### src/logic/iptsc_pkg.sv
// Purpose: Constants for the interrupt priority and trap status block
// Assumes: APB slave, 32-bit data, 16-bit registers in the low half
// Notes: Offsets are byte addresses
package iptsc_pkg;
  localparam logic [11:0] OFF_GLOBAL_CONTROL = 12'h000;
  localparam logic [11:0] OFF_SERIAL_PRIORITY = 12'h004;
  localparam logic [11:0] OFF_COMPARE_PRIORITY = 12'h008;
  localparam logic [11:0] OFF_PARALLEL_PRIORITY = 12'h00C;
  localparam logic [11:0] OFF_PENDING = 12'h010;
  localparam logic [11:0] OFF_IRQ_STATUS = 12'h014;
  localparam logic [11:0] OFF_IRQ_MASK = 12'h018;
  localparam logic [11:0] OFF_PRESENT = 12'h01C;
  localparam int BIT_NESTING_DISABLE = 15;
  localparam int BIT_ARITH = 4;
  localparam int BIT_ADDR = 3;
  localparam int BIT_STACK = 2;
  localparam int BIT_OSC = 1;
  localparam int FLD_HIGH_LSB = 4;
  localparam int FLD_LOW_LSB = 0;
  localparam int NUM_SRC = 4;
  localparam logic [2:0] PRIO_RESET = 3'h4;
  localparam logic [2:0] PRIO_OFF = 3'h0;
  localparam logic [15:0] GLOBAL_WMASK = 16'h801E;
  localparam logic [3:0] TRAP_RESET = 4'h0;
endpackage : iptsc_pkg

### src/logic/iptsc_sel_if.sv
// Purpose: Carries source levels and priorities to the selector
// Assumes: One clock domain
// Notes: Combinational result
`timescale 1ns/10ps
interface iptsc_sel_if;
  logic [3:0] pend;
  logic [11:0] prio;
  logic found;
  logic [1:0] win_id;
  logic [2:0] win_prio;
  modport ctrl (output pend, output prio, input found, input win_id, input win_prio);
  modport sel (input pend, input prio, output found, output win_id, output win_prio);
endinterface : iptsc_sel_if

### src/logic/iptsc_top.sv
// Purpose: Global control, trap flags, priorities and request selection
// Assumes: APB slave with zero wait states; trap inputs are one-cycle pulses
// Notes: Source order: 0 serial event, 1 serial fault, 2 compare five, 3 parallel port
//   Read data is captured in the setup cycle and stands until the next read
//   A trap held high sets its flag again on every cycle
//
// Our own choices: the register addresses and the APB slave port.
`timescale 1ns/10ps
//
// Contract
// - Bit 15 of the global control register is a read/write nesting disable resetting to 0.
// - Bits 4 to 1 of the global control register are read/write trap flags resetting to 0.
// - The arithmetic flag sets when an arithmetic overflow trap occurs and stays 0 otherwise.
// - The address and stack flags set when their traps occur and stay 0 otherwise.
// - The oscillator failure flag sets on an oscillator failure trap and stays 0 otherwise.
// - Serial fault priority sits in bits 2 to 0 and serial event priority in bits 6 to 4 of one register.
// - Compare five priority sits in bits 6 to 4 and the rest of its register is unimplemented.
// - Parallel port priority sits in bits 6 to 4 and the rest of its register is unimplemented.
// - Every priority field resets to binary 100.
// - Unimplemented bits read 0 and ignore writes.
module iptsc_top
  import iptsc_pkg::*;
(
  input wire logic clk_i,
  input wire logic reset_i,
  // APB slave
  input wire logic psel_i,
  input wire logic penable_i,
  input wire logic pwrite_i,
  input wire logic [11:0] paddr_i,
  input wire logic [31:0] pwdata_i,
  input wire logic [3:0] pstrb_i,
  output logic [31:0] prdata_o,
  output logic pready_o,
  output logic pslverr_o,
  // Trap events from the core
  input wire logic arith_trap_i,
  input wire logic addr_trap_i,
  input wire logic stack_trap_i,
  input wire logic osc_fail_trap_i,
  // Pending sources and the request to the core
  input wire logic [3:0] src_pend_i,
  output logic req_valid_o,
  output logic [1:0] req_id_o,
  output logic [2:0] req_prio_o,
  output logic nesting_disable_o,
  output logic irq_o
);
  // Register state
  logic nesting_disable;
  logic [3:0] trap_flags;
  logic [2:0] serial_event_priority;
  logic [2:0] serial_fault_priority;
  logic [2:0] compare_five_priority_field;
  logic [2:0] parallel_port_priority_field;
  logic [3:0] irq_status;
  logic [3:0] irq_mask;
  logic [31:0] prdata;
  logic pslverr;
  logic req_valid;
  logic [1:0] req_id;
  logic [2:0] req_prio;
  logic irq;

  // Next values
  logic next_nesting_disable;
  logic [3:0] next_trap_flags;
  logic [2:0] next_serial_event_priority;
  logic [2:0] next_serial_fault_priority;
  logic [2:0] next_compare_five_priority_field;
  logic [2:0] next_parallel_port_priority_field;
  logic [3:0] next_irq_status;
  logic [3:0] next_irq_mask;
  logic [31:0] next_prdata;
  logic next_pslverr;
  logic next_req_valid;
  logic [1:0] next_req_id;
  logic [2:0] next_req_prio;
  logic next_irq;

  // Bus decode and helpers
  logic setup;
  logic wr;
  logic rd;
  logic lo_en;
  logic hi_en;
  logic mapped;
  logic [3:0] trap_evt;
  logic [15:0] global_rd;
  logic [15:0] serial_rd;
  logic [15:0] compare_rd;
  logic [15:0] parallel_rd;
  logic [15:0] wmask;
  logic [3:0] sw_trap_flags;
  logic [3:0] sw_irq_status;
  logic pready;
  logic next_pready;
  logic hit_global;
  logic hit_status;
  logic hit_mask;
  logic wr_lo;
  logic wr_hi;
  iptsc_sel_if sel_bus ();

  // Highest pending nonzero priority, lowest index on ties
  iptsc_select u_select (
    .s(sel_bus.sel)
  );

  // Selector inputs in source order
  assign sel_bus.pend = src_pend_i;
  assign sel_bus.prio = {parallel_port_priority_field, compare_five_priority_field,
                         serial_fault_priority, serial_event_priority};

  // APB phase decode
  assign setup = psel_i && !penable_i;
  assign wr = psel_i && penable_i && pwrite_i;
  assign rd = setup && !pwrite_i;
  assign lo_en = pstrb_i[0];
  assign hi_en = pstrb_i[1];
  assign wmask = {{8{hi_en}}, {8{lo_en}}};
  assign trap_evt = {arith_trap_i, addr_trap_i, stack_trap_i, osc_fail_trap_i};
  assign hit_global = paddr_i == OFF_GLOBAL_CONTROL;
  assign hit_status = paddr_i == OFF_IRQ_STATUS;
  assign hit_mask = paddr_i == OFF_IRQ_MASK;
  assign wr_lo = wr && lo_en;
  assign wr_hi = wr && hi_en;

  // Read views with unimplemented bits forced low
  always_comb begin
    global_rd = 16'h0000;
    global_rd[BIT_NESTING_DISABLE] = nesting_disable;
    global_rd[BIT_ARITH:BIT_OSC] = trap_flags;
    serial_rd = 16'h0000;
    serial_rd[FLD_HIGH_LSB +: 3] = serial_event_priority;
    serial_rd[FLD_LOW_LSB +: 3] = serial_fault_priority;
    compare_rd = 16'h0000;
    compare_rd[FLD_HIGH_LSB +: 3] = compare_five_priority_field;
    parallel_rd = 16'h0000;
    parallel_rd[FLD_HIGH_LSB +: 3] = parallel_port_priority_field;
  end

  always_comb begin
    mapped = 1'b1;
    unique case (paddr_i)
      OFF_GLOBAL_CONTROL: next_prdata = {16'h0000, global_rd};
      OFF_SERIAL_PRIORITY: next_prdata = {16'h0000, serial_rd};
      OFF_COMPARE_PRIORITY: next_prdata = {16'h0000, compare_rd};
      OFF_PARALLEL_PRIORITY: next_prdata = {16'h0000, parallel_rd};
      OFF_PENDING: next_prdata = {28'h0000000, src_pend_i};
      OFF_IRQ_STATUS: next_prdata = {28'h0000000, irq_status};
      OFF_IRQ_MASK: next_prdata = {28'h0000000, irq_mask};
      OFF_PRESENT: next_prdata = {26'h0000000, req_valid, req_prio, req_id};
      default: begin
        mapped = 1'b0;
        next_prdata = 32'h00000000;
      end
    endcase
    if (!rd) begin
      next_prdata = prdata;
    end
    next_pslverr = setup ? !mapped : 1'b0;
    next_pready = 1'b1;
  end

  // Control group: software view of nesting disable and trap flags
  always_comb begin
    next_nesting_disable = nesting_disable;
    sw_trap_flags = trap_flags;
    if (wr_hi && hit_global && GLOBAL_WMASK[BIT_NESTING_DISABLE]) begin
      next_nesting_disable = pwdata_i[BIT_NESTING_DISABLE];
    end
    if (wr_lo && hit_global) begin
      sw_trap_flags = pwdata_i[BIT_ARITH:BIT_OSC];
    end
  end

  // Per trap bit: set beats a software clear in the same cycle
  for (genvar g = 0; g < $bits(trap_evt); g++) begin : g_trap
    assign next_trap_flags[g] = sw_trap_flags[g] | trap_evt[g];
    assign next_irq_status[g] = sw_irq_status[g] | trap_evt[g];
  end

  // Priority group: only the implemented fields take write data
  always_comb begin
    next_serial_event_priority = serial_event_priority;
    next_serial_fault_priority = serial_fault_priority;
    next_compare_five_priority_field = compare_five_priority_field;
    next_parallel_port_priority_field = parallel_port_priority_field;
    if (wr_lo) begin
      unique case (paddr_i)
        OFF_SERIAL_PRIORITY: begin
          next_serial_event_priority = pwdata_i[FLD_HIGH_LSB +: 3];
          next_serial_fault_priority = pwdata_i[FLD_LOW_LSB +: 3];
        end
        OFF_COMPARE_PRIORITY: begin
          next_compare_five_priority_field = pwdata_i[FLD_HIGH_LSB +: 3];
        end
        OFF_PARALLEL_PRIORITY: begin
          next_parallel_port_priority_field = pwdata_i[FLD_HIGH_LSB +: 3];
        end
        default: begin
        end
      endcase
    end
  end

  // Interrupt group: status is write one to clear
  always_comb begin
    next_irq_mask = irq_mask;
    sw_irq_status = irq_status;
    if (wr_lo && hit_status) begin
      sw_irq_status = irq_status & ~(pwdata_i[3:0] & wmask[3:0]);
    end
    if (wr_lo && hit_mask) begin
      next_irq_mask = pwdata_i[3:0];
    end
  end

  // Level interrupt from unmasked status
  always_comb begin
    next_irq = |(next_irq_status & irq_mask);
  end

  // Request to the core, one cycle behind the pending levels
  always_comb begin
    next_req_valid = sel_bus.found;
    next_req_id = sel_bus.win_id;
    next_req_prio = sel_bus.win_prio;
  end

  // Control group state
  always_ff @(posedge clk_i or posedge reset_i) begin
    if (reset_i) begin
      nesting_disable <= 1'b0;
      trap_flags <= TRAP_RESET;
    end else begin
      nesting_disable <= next_nesting_disable;
      trap_flags <= next_trap_flags;
    end
  end

  // Priority group state
  always_ff @(posedge clk_i or posedge reset_i) begin
    if (reset_i) begin
      serial_event_priority <= PRIO_RESET;
      serial_fault_priority <= PRIO_RESET;
      compare_five_priority_field <= PRIO_RESET;
      parallel_port_priority_field <= PRIO_RESET;
    end else begin
      serial_event_priority <= next_serial_event_priority;
      serial_fault_priority <= next_serial_fault_priority;
      compare_five_priority_field <= next_compare_five_priority_field;
      parallel_port_priority_field <= next_parallel_port_priority_field;
    end
  end

  // Interrupt group state
  always_ff @(posedge clk_i or posedge reset_i) begin
    if (reset_i) begin
      irq_status <= 4'h0;
      irq_mask <= 4'h0;
      irq <= 1'b0;
    end else begin
      irq_status <= next_irq_status;
      irq_mask <= next_irq_mask;
      irq <= next_irq;
    end
  end

  // Bus response state
  always_ff @(posedge clk_i or posedge reset_i) begin
    if (reset_i) begin
      prdata <= 32'h00000000;
      pslverr <= 1'b0;
      pready <= 1'b1;
    end else begin
      prdata <= next_prdata;
      pslverr <= next_pslverr;
      pready <= next_pready;
    end
  end

  // Request state
  always_ff @(posedge clk_i or posedge reset_i) begin
    if (reset_i) begin
      req_valid <= 1'b0;
      req_id <= 2'h0;
      req_prio <= PRIO_OFF;
    end else begin
      req_valid <= next_req_valid;
      req_id <= next_req_id;
      req_prio <= next_req_prio;
    end
  end

  assign prdata_o = prdata;
  assign pslverr_o = pslverr;
  assign pready_o = pready;
  assign req_valid_o = req_valid;
  assign req_id_o = req_id;
  assign req_prio_o = req_prio;
  assign nesting_disable_o = nesting_disable;
  assign irq_o = irq;
endmodule // iptsc_top

### src/logic/iptsc_select.sv
// Purpose: Picks the pending source of highest nonzero priority
// Assumes: Lowest index wins ties
// Notes: Purely combinational
`timescale 1ns/10ps
module iptsc_select
  import iptsc_pkg::*;
(
  iptsc_sel_if.sel s
);
  always_comb begin
    s.found = 1'b0;
    s.win_id = 2'h0;
    s.win_prio = PRIO_OFF;
    for (int i = NUM_SRC - 1; i >= 0; i--) begin
      // Greater-or-equal from the top keeps lowest index on ties
      if (s.pend[i] && s.prio[i*3 +: 3] != PRIO_OFF && s.prio[i*3 +: 3] >= s.win_prio) begin
        s.found = 1'b1;
        s.win_id = 2'(i);
        s.win_prio = s.prio[i*3 +: 3];
      end
    end
  end
endmodule // iptsc_select

### config.mk
export PLATFORM = sky130hd
export DESIGN_NAME = iptsc_top
export DESIGN_NICKNAME = d
export VERILOG_FILES = /design/src/logic/iptsc_pkg.sv /design/src/logic/iptsc_sel_if.sv /design/src/logic/iptsc_top.sv /design/src/logic/iptsc_select.sv
export SDC_FILE = /design/constraint.sdc
export NUM_CORES = 1
export LEC_CHECK = 0
export ABC_CLOCK_PERIOD_IN_PS = 9100
export BUFFER_PORTS_ARGS = -buffer_cell sky130_fd_sc_hd__buf_2
export CELL_PAD_IN_SITES_DETAIL_PLACEMENT = 1
export CELL_PAD_IN_SITES_GLOBAL_PLACEMENT = 1
export CORE_ASPECT_RATIO = 0.8
export CORE_UTILIZATION = 30
export DETAILED_ROUTE_END_ITERATION = 8
export PLACE_DENSITY_LB_ADDON = 0.12
export RECOVER_POWER = 100
export SYNTH_ARGS = -nofsm -noshare
export SYNTH_HDL_FRONTEND = slang
export SYNTH_SLANG_ARGS = --single-unit
### constraint.sdc
create_clock -name clk_i -period 9.1 [get_ports clk_i]
set_clock_uncertainty 0.1 [all_clocks]
set_input_delay 0.455 -clock clk_i [delete_from_list [all_inputs] [get_ports clk_i]]
set_output_delay 0.455 -clock clk_i [all_outputs]
set_load 0.005 [all_outputs]
==> metrics <==
worst skew pair latency 0.29 ns; routed wire length between 6 and 7 mm; clk root buf clkbuf_8; initial antenna violation count 0; CP required roughly 9.1 ns; Hold Buf Count CTS 0; post-synthesis share of cell area spent on xor and xnor gates 0; die area 9000 µm²; sw power just under 0.09 mW; CP Capture Type flop; Initial Utilization 0.318; Post-CTS Resized 0; top_reg_cell synth dfrtp_1; Seq pwr share 0.496; Filler cells about 1000; Post-CTS Setup Repair Bufs 0; clock sinks 41; Routability Congestion around 0.8; commonest cells after routing, fill and taps aside buf_2 (43), dfrtp_1 (37), nand2_1 (33); max-slew violations 42; failing checks capacitance limit, slew limit; antenna cell count 0; Hold Vio Cnt, Final 0; Period Utilization, post-route 0.581; combinational share of power 0.095; EDFF count, synth 0; PD cells ~130 nW/µm²; DRT iter0 DRCs 76; RSZ-0062 raised after global routing no; FMAX 189 MHz; core area 8130 µm²; Leak around 1.3 nW; min-delay worst type in2reg; sequential-to-total area share from yosys stat 0.399; element type at the critical path start flop; number of buffers inserted by port buffering slightly above 50; first-pass GRT wire length between 10 and 15 mm; WS Path Type reg2reg; Overflow after GRT 0; Mapped Avg Cell Area 9.83 µm²; Arrival @ worst endpoint ~5.3 ns; largest net degree at the start of global routing 42; Die X about 110 µm; nets approximately 380; Hold Slack 0.276 ns; # DRC 0; Synth Register Bits 41; Area growth syn-to-layout 10.7%; die height approximately 85 µm; yosys warns 0; buffer depth of the longest clock path 2; H-tree Lvls 2; worst-margin pin slew roughly 2.3 ns; Rel. slew slack -0.521; Power Total ~0.37 mW; Synth async-reset ratio 1.00; final setup fails 0; Reg2Reg Depth 19; TritonCTS clock tree built; P_int between 0.2 and 0.3 mW; dpl hpwl 5.45 mm; Yosys cell types 53; clock power share 0.409; layout cells sized above 1 0.230; Reg clk slew, reported paths ~0.080 ns; ANT nets after route 0; compound-gate portion of the synthesized area 0.161; post-synthesis adder-cell area fraction 0.0387; largest family of logic cells by synthesized area simple AND/OR/NAND/NOR gates; Gate Count Post-Synth ~260; Hold Crit Depth 2; Switching Share 0.234; vias in the first global route slightly above 2000; total number of vias 2037; largest fanout on the critical path 6; vias per inst 4.84; Setup TNS 0 ns; Ports 103; Row Count 29; status finished with violations; fin crit period around 5.3 ns; Num CTS Buffers 5; Detailed Routing Iterations Pass 1 4; Post-Synth Simple-Gate Area 0.195; Max-Cap Viols 1; Max IR drop VDD about 0.063 mV; Mapped Area between 2000 and 3000 µm²; most common cell after layout, fill and taps aside buf_2; mux share of post-synthesis cell area 0.107; global-route usage over all layers 0.160; Routed wire per std cell 16.4 µm
[registers in the layout, indices dropped and copies added (netlist names), 2 cells and up]
name and count:
compare_five_priority_field 3, irq_mask 4, irq_status 4, parallel_port_priority_field 3, prdata_o 8, req_id_o 2, req_prio_o 3, serial_event_priority 3
serial_fault_priority 3, trap_flags 4
[final timing paths]
check / startpoint / end / slack [ns]
max in group asynchronous: reset_i / serial_fault_priority[1] / 6.70
setup / recovery: parallel_port_priority_field[2] / req_prio_o[2] / 3.81
hold / removal: stack_trap_i / trap_flags[1] / 0.28
setup reg to reg: parallel_port_priority_field[2] / req_prio_o[2] / 3.81
min in group asynchronous: reset_i / req_prio_o[2] / 0.89
hold reg to reg: prdata_o[15] / prdata_o[15] / 0.38
[cell type report]
| class | instances | area (µm²) | share of cell area |
|---|---|---|---|
| Multi-Input combinational cell | 205 | 1310 | 0.456 |
| Sequential cell | 41 | 1030 | 0.360 |
| Timing Repair Buffer | 52 | 249 | 0.0869 |
| Tap cell | 108 | 135 | 0.0472 |
| Clock buffer | 7 | 86.3 | 0.0301 |
| Clock inverter | 1 | 30.0 | 0.0105 |
| Inverter | 7 | 26.3 | 0.00917 |
[power groups by stage]
stage	clock (mW)	sequential, mW	combinational, mW
after floorplan	0	0.188	0.0271
after global placement	0	0.188	0.0378
after detailed placement	0	0.188	0.0379
after CTS	0.158	0.185	0.0381
after global routing	0.164	0.185	0.0401
final	0.152	0.185	0.0353
[layer usage]
| layer | global-route usage | vias up | wire (µm) |
|---|---|---|---|
| met5 | 0 | - | 0 |
| met4 | 0.0227 | 0 | 19 |
| met3 | 0.0276 | 2 | 324 |
| met2 | 0.241 | 55 | 2980 |
| met1 | 0.244 | 995 | 3600 |
| li1 | - | 985 | - |
[kinds of logic after synthesis]
| family | after synthesis |
|---|---|
| multiplexers | 25 |
| other | 2 |
| AO/OA/AOI/OAI | 58 |
| adder cells (fa/ha/maj) | 8 |
| flip-flops | 41 |
| buffers and inverters | 40 |
| AND/OR/NAND/NOR | 89 |
[per-stage QoR]
stage	instance area, µm²	std cells	util	setup WS (ns)
after floorplan	2670	286	-	4.92
after global placement	2850	413	0.350	4.22
after detailed placement	2850	413	0.350	4.18
after CTS	2960	421	0.365	4.23
after global routing	2860	421	0.352	3.34
final	2860	421	0.352	3.81
[worst max-delay path, cell delays in order, from the launching register on]
cell and delay, ns:
dfstp_1 0.60, nand2_1 0.13, ha_1 0.31, nand2_1 0.05, o21ai_0 0.39, and2_0 0.35, a22o_1 0.22, ha_1 0.22
nand2b_1 0.14, a21oi_1 0.19, o21bai_1 0.10, a41oi_1 0.53, mux2i_1 0.41, inv_1 0.09, ha_1 0.28, nand2b_1 0.09
nand3_1 0.07, a21boi_0 0.36, o31a_1 0.37, o21ai_0 0.13
[synth_stat cells (4+ instances only)]
library cell	count	area share
nand3_1	11	0.021
a22o_1	5	0.017
a21o_1	4	0.012
o21ai_0	16	0.031
dfstp_2	4	0.041
buf_4	25	0.073
and3_1	5	0.012
a22oi_1	4	0.012
buf_2	4	0.0077
a21oi_1	8	0.015
nand2_1	32	0.046
inv_1	7	0.010
clkbuf_1	4	0.0058
mux2_2	15	0.065
mux2i_1	6	0.023
nor2_1	11	0.016
ha_1	8	0.039
nor2b_1	6	0.015
dfrtp_1	37	0.36
nand2b_1	4	0.0097
a211o_1	4	0.014
Note: power is estimated with default switching activity, not from simulation.
